==> config.mk <==
export PLATFORM = sky130hd
export DESIGN_NAME = rcf_framer
export DESIGN_NICKNAME = d
export VERILOG_FILES = /design/src/rcf_pkg.sv /design/src/rcf_byte_if.sv /design/src/rcf_fifo.sv /design/src/rcf_framer.sv
export VERILOG_INCLUDE_DIRS = /design/src
export SDC_FILE = /design/constraint.sdc
export NUM_CORES = 1
export LEC_CHECK = 0
export ABC_AREA = 1
export BUFFER_PORTS_ARGS = -buffer_cell sky130_fd_sc_hd__buf_2
export CAP_MARGIN = 0
export CORE_ASPECT_RATIO = 0.75
export CORE_UTILIZATION = 60
export CTS_CLUSTER_SIZE = 24
export DETAILED_ROUTE_END_ITERATION = 12
export HOLD_SLACK_MARGIN = 0.06
export PLACE_DENSITY = 0.83
export RECOVER_POWER = 100
export SLEW_MARGIN = 25
export SYNTH_ARGS = -nofsm -noshare
export SYNTH_HDL_FRONTEND = slang
export SYNTH_HIERARCHICAL = 1
export SYNTH_SLANG_ARGS = --single-unit
==> constraint.sdc <==
create_clock -name ref_clk -period 11.83 [get_ports ref_clk]
set_clock_uncertainty 0.05 [all_clocks]
set_input_delay 1.183 -clock ref_clk [delete_from_list [all_inputs] [get_ports ref_clk]]
set_output_delay 1.183 -clock ref_clk [all_outputs]
set_load 0.005 [all_outputs]
==> src/rcf_defs.svh <==
// Constants for the reader command framer: bytes, fields, counts
`ifndef RCF_DEFS_SVH
`define RCF_DEFS_SVH
// ------------------------------------------------------------
// Frame bytes and command codes
// ------------------------------------------------------------
`define RCF_START_BYTE    8'h01
`define RCF_CMD_READ      8'h48
`define RCF_CMD_CHECKED   8'h4c
`define RCF_CMD_PROGRAM   8'h6c
`define RCF_CMD_BURST2    5
`define RCF_CMD_FCHECK    2
// ------------------------------------------------------------
// Field layout
// ------------------------------------------------------------
`define RCF_FIXED_BYTES   8'h03
`define RCF_CNT_SEL_READ  8'h04
`define RCF_CNT_SEL_PROG  8'h0e
`define RCF_SEL_BYTES     8'h03
`define RCF_PROG_BYTES    8'h08
`define RCF_CHKW_BYTES    8'h02
`define RCF_FN_READ       2'h0
`define RCF_FN_PROGRAM    2'h1
`define RCF_FN_LOCK       2'h2
`define RCF_FN_SEL_READ   2'h3
// ------------------------------------------------------------
// Burst timing and buffering
// ------------------------------------------------------------
`define RCF_BURST_UNIT_MS 1
`define RCF_FIFO_DEPTH    4
`endif

==> src/rcf_pkg.sv <==
// Types shared by the reader command framer modules
package rcf_pkg;
  typedef logic [7:0] rcf_byte_t;
  typedef enum logic [2:0] {
    rcf_hunt,
    rcf_len,
    rcf_body,
    rcf_check,
    rcf_hold
  } rcf_state_e;
endpackage

==> src/rcf_byte_if.sv <==
// Byte stream carrier between the input FIFO and the frame parser
`timescale 1ns/1ns
`default_nettype none
interface rcf_byte_if #(parameter int WIDTH = 8);
  logic             valid;
  logic             ready;
  logic [WIDTH-1:0] data;
  modport src (output valid, output data, input ready);
  modport snk (input valid, input data, output ready);
endinterface
`default_nettype wire

==> src/rcf_fifo.sv <==
// Small valid/ready FIFO in front of the frame parser
`timescale 1ns/1ns
`default_nettype none
`include "rcf_defs.svh"
module rcf_fifo #(
  parameter int WIDTH = 8,
  parameter int DEPTH = `RCF_FIFO_DEPTH
) (
  // Clock and reset
  input  wire logic             ref_clk,
  input  wire logic             rst,
  // Filling side
  input  wire logic             in_valid,
  output logic                  in_ready,
  input  wire logic [WIDTH-1:0] in_data,
  // Draining side
  rcf_byte_if.src               out_s
);
  localparam int AW = (DEPTH > 1) ? $clog2(DEPTH) : 1;

  // Pointers carry a wrap bit, so depth must be a power of two
  initial begin
    if (DEPTH < 2 || (DEPTH & (DEPTH - 1)) != 0 || WIDTH != $bits(out_s.data)) begin
      $error("rcf_fifo: DEPTH must be a power of two >= 2 and WIDTH must match the carrier");
    end
  end

  logic [WIDTH-1:0] mem [DEPTH];
  logic [AW:0]      wr_r;
  logic [AW:0]      rd_r;
  wire              full  = (wr_r[AW] != rd_r[AW]) && (wr_r[AW-1:0] == rd_r[AW-1:0]);
  wire              empty = (wr_r == rd_r);
  wire              push  = in_valid && !full;
  wire              pop   = out_s.valid && out_s.ready;

  // Handshake outputs straight from the pointer compare
  assign in_ready    = !full;
  assign out_s.valid = !empty;
  assign out_s.data  = mem[rd_r[AW-1:0]];

  // Storage needs no reset; only pointers define contents
  always_ff @(posedge ref_clk) begin
    if (push) begin
      mem[wr_r[AW-1:0]] <= in_data;
    end
  end

  // Pointer update
  always_ff @(posedge ref_clk or posedge rst) begin
    if (rst) begin
      wr_r <= '0;
      rd_r <= '0;
    end else begin
      wr_r <= wr_r + (AW + 1)'(push);
      rd_r <= rd_r + (AW + 1)'(pop);
    end
  end
endmodule
`default_nettype wire

==> src/rcf_framer.sv <==
// Reader command framer: checks host command frames and decodes their fields
//
// What this block does
// The length byte counts every frame byte after it except the closing block check byte.
// The last byte is a block check over all bytes but the start byte, recomputed and compared here.
// Command 48 is a plain single command, 4C adds a frame check, 6C adds that and a programming burst.
// The first data field is the charge-up burst length in milliseconds, 32 hex meaning 50 ms.
// With a second burst requested, the next field is the programming burst in ms, 0F meaning 15 ms.
// One count byte after the burst fields tells how many data fields follow.
// A general page read is command 48, one burst, count one and a write address such as 08.
// A page program frame carries eight data bytes low first, then a two-byte check word low first.
// A page lock uses command 6C, both bursts and one write address field such as 0A.
// Selective frames put a three-byte tag selection address, low first, right after the write address.
// A selective read uses command 4C, one burst, count four, write address then selection address.
// A selective program uses 6C, count fourteen, address, selection address, data and check word.
// The write address holds a six-bit page in its upper bits and a two-bit function code below.
// The block check is the exclusive-or of all bytes from the length through the last data field.
// A frame with a bad length or block check is dropped and input waits for the next start byte.
`timescale 1ns/1ns
`default_nettype none
`include "rcf_defs.svh"
module rcf_framer #(
  parameter int FIFO_DEPTH = `RCF_FIFO_DEPTH
) (
  // Clock and reset
  input  wire logic        ref_clk,
  input  wire logic        rst,
  // Serial byte input from the host link
  input  wire logic        rx_valid,
  output logic             rx_ready,
  input  wire logic [7:0]  rx_data,
  // Decoded command, held until taken
  output logic             op_valid,
  input  wire logic        op_ready,
  output logic [7:0]       op_cmd,
  output logic             op_frame_check,
  output logic             op_has_burst2,
  output logic [7:0]       op_burst1_ms,
  output logic [7:0]       op_burst2_ms,
  output logic [7:0]       op_field_cnt,
  output logic [5:0]       op_page,
  output logic [1:0]       op_func,
  output logic             op_selective,
  output logic [23:0]      op_sel_addr,
  output logic [63:0]      op_prog_data,
  output logic [15:0]      op_check_word,
  // Frame error pulses
  output logic             err_len,
  output logic             err_check,
  output logic             err_cmd
);
  // ------------------------------------------------------------
  // Input buffer
  // ------------------------------------------------------------
  rcf_byte_if #(.WIDTH(8)) byte_s ();

  rcf_fifo #(.WIDTH(8), .DEPTH(FIFO_DEPTH)) u_fifo (
    .ref_clk  (ref_clk),
    .rst      (rst),
    .in_valid (rx_valid),
    .in_ready (rx_ready),
    .in_data  (rx_data),
    .out_s    (byte_s)
  );

  // ------------------------------------------------------------
  // State and field registers
  // ------------------------------------------------------------
  rcf_pkg::rcf_state_e state_r;
  rcf_pkg::rcf_byte_t  len_r, idx_r, bcc_r, cmd_r, b1_r, b2_r, cnt_r, waddr_r;
  logic [23:0]         sel_r;
  logic [63:0]         prog_r;
  logic [15:0]         chkw_r;
  logic                len_err_r, bcc_err_r, cmd_err_r;

  // ------------------------------------------------------------
  // Byte position decode
  // ------------------------------------------------------------
  wire       [7:0] d        = byte_s.data;
  wire             take     = byte_s.valid && byte_s.ready;
  wire       [7:0] idx_nxt  = idx_r + 8'h01;
  wire             has2     = cmd_r[`RCF_CMD_BURST2];
  wire       [7:0] cnt_idx  = has2 ? 8'h03 : 8'h02;
  wire             sel      = (cnt_r == `RCF_CNT_SEL_READ) ||
                              (cnt_r == `RCF_CNT_SEL_PROG);
  wire             after    = idx_r > cnt_idx;
  wire       [7:0] fld      = idx_r - cnt_idx - 8'h01;
  wire       [7:0] sel_pos  = fld - 8'h01;
  wire       [7:0] dpos     = fld - (sel ? 8'h04 : 8'h01);
  wire       [7:0] cpos     = dpos - `RCF_PROG_BYTES;
  wire             wa_hit   = after && (fld == 8'h00);
  wire             sel_hit  = after && sel && (sel_pos < `RCF_SEL_BYTES);
  wire             data_hit = after && (dpos < `RCF_PROG_BYTES);
  wire             chk_hit  = after && (cpos < `RCF_CHKW_BYTES);
  wire       [7:0] exp_len  = `RCF_FIXED_BYTES + {7'h00, has2} + cnt_r;
  wire             len_ok   = (len_r == exp_len) && (len_r > cnt_idx);
  wire             cmd_ok   = (cmd_r == `RCF_CMD_READ) || (cmd_r == `RCF_CMD_CHECKED) ||
                              (cmd_r == `RCF_CMD_PROGRAM);
  wire             bcc_ok   = (d == bcc_r);
  wire             frame_ok = bcc_ok && len_ok && cmd_ok;
  wire             in_check = take && (state_r == rcf_pkg::rcf_check);

  // Parser stalls the FIFO while a decoded command waits
  assign byte_s.ready = (state_r != rcf_pkg::rcf_hold);

  // ------------------------------------------------------------
  // Frame sequencer
  // ------------------------------------------------------------
  always_ff @(posedge ref_clk or posedge rst) begin
    if (rst) begin
      state_r <= rcf_pkg::rcf_hunt;
    end else begin
      unique case (state_r)
        rcf_pkg::rcf_hunt: begin
          if (take && d == `RCF_START_BYTE) begin
            state_r <= rcf_pkg::rcf_len;
          end
        end
        rcf_pkg::rcf_len: begin
          if (take) begin
            state_r <= (d == 8'h00) ? rcf_pkg::rcf_check : rcf_pkg::rcf_body;
          end
        end
        rcf_pkg::rcf_body: begin
          if (take && idx_nxt == len_r) begin
            state_r <= rcf_pkg::rcf_check;
          end
        end
        rcf_pkg::rcf_check: begin
          if (take) begin
            state_r <= frame_ok ? rcf_pkg::rcf_hold : rcf_pkg::rcf_hunt;
          end
        end
        rcf_pkg::rcf_hold: begin
          if (op_ready) begin
            state_r <= rcf_pkg::rcf_hunt;
          end
        end
      endcase
    end
  end

  // Length, position and running block check
  always_ff @(posedge ref_clk or posedge rst) begin
    if (rst) begin
      len_r <= 8'h00;
      idx_r <= 8'h00;
      bcc_r <= 8'h00;
    end else if (take && state_r == rcf_pkg::rcf_len) begin
      len_r <= d;
      idx_r <= 8'h00;
      bcc_r <= d;
    end else if (take && state_r == rcf_pkg::rcf_body) begin
      idx_r <= idx_nxt;
      bcc_r <= bcc_r ^ d;
    end
  end

  // Header fields; cleared per frame so a short frame cannot reuse old values
  always_ff @(posedge ref_clk or posedge rst) begin
    if (rst) begin
      cmd_r <= 8'h00;
      b1_r  <= 8'h00;
      b2_r  <= 8'h00;
      cnt_r <= 8'h00;
    end else if (take && state_r == rcf_pkg::rcf_len) begin
      cmd_r <= 8'h00;
      b1_r  <= 8'h00;
      b2_r  <= 8'h00;
      cnt_r <= 8'h00;
    end else if (take && state_r == rcf_pkg::rcf_body) begin
      if (idx_r == 8'h00) cmd_r <= d;
      if (idx_r == 8'h01) b1_r <= d;
      if (idx_r == 8'h02 && has2) b2_r <= d;
      if (idx_r == cnt_idx) cnt_r <= d;
    end
  end

  // Payload fields, low byte first
  always_ff @(posedge ref_clk or posedge rst) begin
    if (rst) begin
      waddr_r <= 8'h00;
      sel_r   <= 24'h000000;
      prog_r  <= 64'h0000000000000000;
      chkw_r  <= 16'h0000;
    end else if (take && state_r == rcf_pkg::rcf_body) begin
      if (wa_hit) waddr_r <= d;
      if (sel_hit) sel_r[{sel_pos[1:0], 3'b000} +: 8] <= d;
      if (data_hit) prog_r[{dpos[2:0], 3'b000} +: 8] <= d;
      if (chk_hit) chkw_r[{cpos[0], 3'b000} +: 8] <= d;
    end
  end

  // Error pulses, one cycle each, on the closing byte
  always_ff @(posedge ref_clk or posedge rst) begin
    if (rst) begin
      len_err_r <= 1'b0;
      bcc_err_r <= 1'b0;
      cmd_err_r <= 1'b0;
    end else begin
      len_err_r <= in_check && !len_ok;
      bcc_err_r <= in_check && !bcc_ok;
      cmd_err_r <= in_check && !cmd_ok;
    end
  end

  // ------------------------------------------------------------
  // Outputs
  // ------------------------------------------------------------
  // Fields sit in flops that stay still while the command is held
  assign op_valid       = (state_r == rcf_pkg::rcf_hold);
  assign op_cmd         = cmd_r;
  assign op_frame_check = cmd_r[`RCF_CMD_FCHECK];
  assign op_has_burst2  = has2;
  assign op_burst1_ms   = b1_r;
  assign op_burst2_ms   = b2_r;
  assign op_field_cnt   = cnt_r;
  assign op_page        = waddr_r[7:2];
  assign op_func        = waddr_r[1:0];
  assign op_selective   = sel;
  assign op_sel_addr    = sel_r;
  assign op_prog_data   = prog_r;
  assign op_check_word  = chkw_r;
  assign err_len        = len_err_r;
  assign err_check      = bcc_err_r;
  assign err_cmd        = cmd_err_r;
endmodule
`default_nettype wire

==> results_dict.tcl <==
set metrics [dict create \
    cts_tree "built" \
    dpl_worst_slack_ps 7626 \
    areaGrowthSynthToFinish_pct 13.01 \
    yosysTopAreaCellShare_pct 40.97 \
    grt_pass1_wl_um 47270 \
    power_leakage_nw 6.641 \
    cp-end-kind "register" \
    port_buffers 163 \
    numCtsBuffers 21 \
    drive_above_1_share_pct 10.79 \
    ant_nets 0 \
    h-tree-depth 1 \
    ys_seq_area_share_pct 49.72 \
    netlist_area_um2 10990 \
    fin_ws_ps 5299 \
    synth_cell_types 45 \
    p_sw_mw 1.668 \
    grt_max_degree 94 \
    insertion_delay_ps 510 \
    route.detailed.drc 0 \
    power_frac_comb_pct 50.0 \
    fmax_mhz 153.1 \
    hold_buffers 0 \
    clk_path_buf_depth 3 \
    synth_nets 1381 \
    irDropWorstVdd_mv 0.1500 \
    dp_hpwl_um 20440 \
    max-cap-violations 2 \
    p_per_area_nw_per_um2 275.4 \
    violations "max-capacitance violations, max-slew violations" \
    finalInstanceArea_um2 12420 \
    die_area_um2 18870 \
    r2r_slack_ps 5300 \
    critPathMaxFanout 57 \
    startpoint_type "register" \
    place_area_um2 11920 \
    post_cts_buffers 0 \
    seqPwrFrac_pct 28.9 \
    critPathKind "register to register" \
    finalSetupViolations 0 \
    worstMarginPinSlew_ps 4086 \
    die_w_um 158.3 \
    tns_ps 0 \
    chipHeight_um 119.2 \
    diodes 0 \
    drt-initial-drc-count 1122 \
    async_flop_share_pct 84.91 \
    syn_area_per_cell_um2 8.185 \
    clock-sinks 212 \
    rows 42 \
    vias 9939 \
    cp.arrival_ps 6930 \
    fin_crit_sh_pct 55.21 \
    finalHoldViolCount 0 \
    p_clk_share_pct 21.1 \
    root_buffer "clkbuf_16" \
    synth_edf_count 32 \
    rsz0062_at_grt "no" \
    synth_commonest_cells "408 x nand2_1, 180 x dfrtp_1, 172 x inv_1" \
    nets 1525 \
    antenna_found_initial 0 \
    clkTransAtPathRegs_ps 70 \
    yosys.area.top_type "dfrtp_1" \
    core_um2 17760 \
    initial_core_util_pct 61.89 \
    gp_congestion 0.9339 \
    wl_um 29710 \
    ctsResizeCount 0 \
    ys.flop_type "dfrtp_1" \
    fillers 1500 \
    grt_usage_pct 32.20 \
    swShare_pct 48.74 \
    p_total_mw 3.422 \
    relSlewSlack_pct -173.9 \
    drt_first_pass_iters 7 \
    ys_warn_count 6 \
    vias_per_cell 5.702 \
    yosysMostFrequentCell "nand2_1" \
    required_ps 12230 \
    outcome "finished with violations" \
    slew_violations 152 \
    hold_class "register to register" \
    avgRoutedWirePerCell_um 17.05 \
    p_int_mw 1.754 \
    grt_pass1_vias 9130 \
    grt.overflow.total 0 \
    period_needed_ps 6531 \
    netlist_instances 1343 \
    ios 164 \
    synth-seq-cells 212 \
    synth.area.top_cells "dfrtp_1 41%, nand2_1 14%, edfxtp_1 8.7%" \
]
[cell families after synthesis]
logic type	Yosys count	share of synthesized area [%]
AND/OR/NAND/NOR	725	29.90
buffers and inverters	235	8.946
AO/OA/AOI/OAI	122	6.522
flip-flops	212	49.72
XOR/XNOR	23	1.958
adder cells (fa/ha/maj)	26	2.959
[critical path, cell delays in order (launching register included)]
cell	delay [ps]
dfrtp_1	720
clkinvlp_2	710
nand2_4	190
nand2_1	140
nand4_1	210
inv_1	120
nor2_1	730
nand2_1	170
clkinv_1	70
clkbuf_1	1710
nand2_1	110
nor2_1	570
nand3_1	140
nor2_1	510
nand4_1	190
nand2_1	100
[routing by layer]
layer  part of all wire [%]  global-route usage [%]
met3                     10                   6.587
met4                    2.3                   8.353
met1                     42                   47.38
met2                     45                   48.60
met5                      0                       0
[final timing paths]
| path | endpoint | from | cells past startpoint |
|---|---|---|---|
| min | op_sel_addr[11] | op_sel_addr[11] | 2 |
| max in group asynchronous | op_sel_addr[9] | rst | 3 |
| min in group asynchronous | u_fifo/rd_r[2] | rst | 2 |
| min reg2reg | op_sel_addr[11] | op_sel_addr[11] | 2 |
| max reg2reg | op_check_word[10] | u_fifo/rd_r[0] | 15 |
| max | op_check_word[10] | u_fifo/rd_r[0] | 15 |
[stage by stage]
| stage | cells | util, % | hold slack (ps) |
|---|---|---|---|
| after floorplan | 1343 | - | 413.2 |
| after global placement | 1706 | 67.07 | 399.9 |
| after detailed placement | 1706 | 67.12 | 405.8 |
| after CTS | 1743 | 71.27 | 421.1 |
| after global routing | 1743 | 69.94 | 449.4 |
| final | 1743 | 69.94 | 424.8 |
[placed cells by master (no fill, tap or decap), types with 4 or more instances in the layout]
| cell | count |
|---|---|
| nor2_1 | 107 |
| xnor2_1 | 4 |
| xor2_1 | 18 |
| clkbuf_1 | 81 |
| nand2_1 | 410 |
| o21ai_0 | 86 |
| o22ai_1 | 13 |
| buf_4 | 9 |
| dfrtp_1 | 180 |
| inv_1 | 170 |
| nand2_2 | 6 |
| edfxtp_1 | 32 |
| nand2_4 | 4 |
| buf_2 | 84 |
| nor3_1 | 7 |
| ha_1 | 26 |
| clkinv_1 | 5 |
| a31oi_1 | 8 |
| clkinv_2 | 4 |
| clkbuf_16 | 21 |
| bufinv_16 | 4 |
| nand4_1 | 85 |
| nand3_1 | 88 |
[power by group through the flow]
| stage | clock network [mW] | logic [mW] | registers, mW |
|---|---|---|---|
| 6_report | 0.723 | 1.71 | 0.987 |
| 2_1_floorplan | 0 | 1.24 | 0.962 |
| 3_5_place_dp | 0 | 1.67 | 0.994 |
| 5_1_grt | 0.756 | 1.88 | 1.00 |
| 4_1_cts | 0.728 | 1.69 | 0.984 |
| 3_3_place_gp | 0 | 1.62 | 0.987 |
[area by class of cell]
class	count	area, um^2	area share, %
clock inverters	10	155.1	1.249
inverters	181	686.9	5.529
repair buffers	175	803.3	6.466
well taps	242	302.8	2.437
flip-flops and latches	212	5465	43.99
multi-input cells	896	4428	35.64
clock buffers	27	581.8	4.683
[registers in the layout, indices dropped and copies added (netlist names), 16 cells and up]
signal,flops
op_prog_data,64
u_fifo/mem,32
op_check_word,16
op_sel_addr,24
Note: power is estimated with default switching activity, not from simulation.
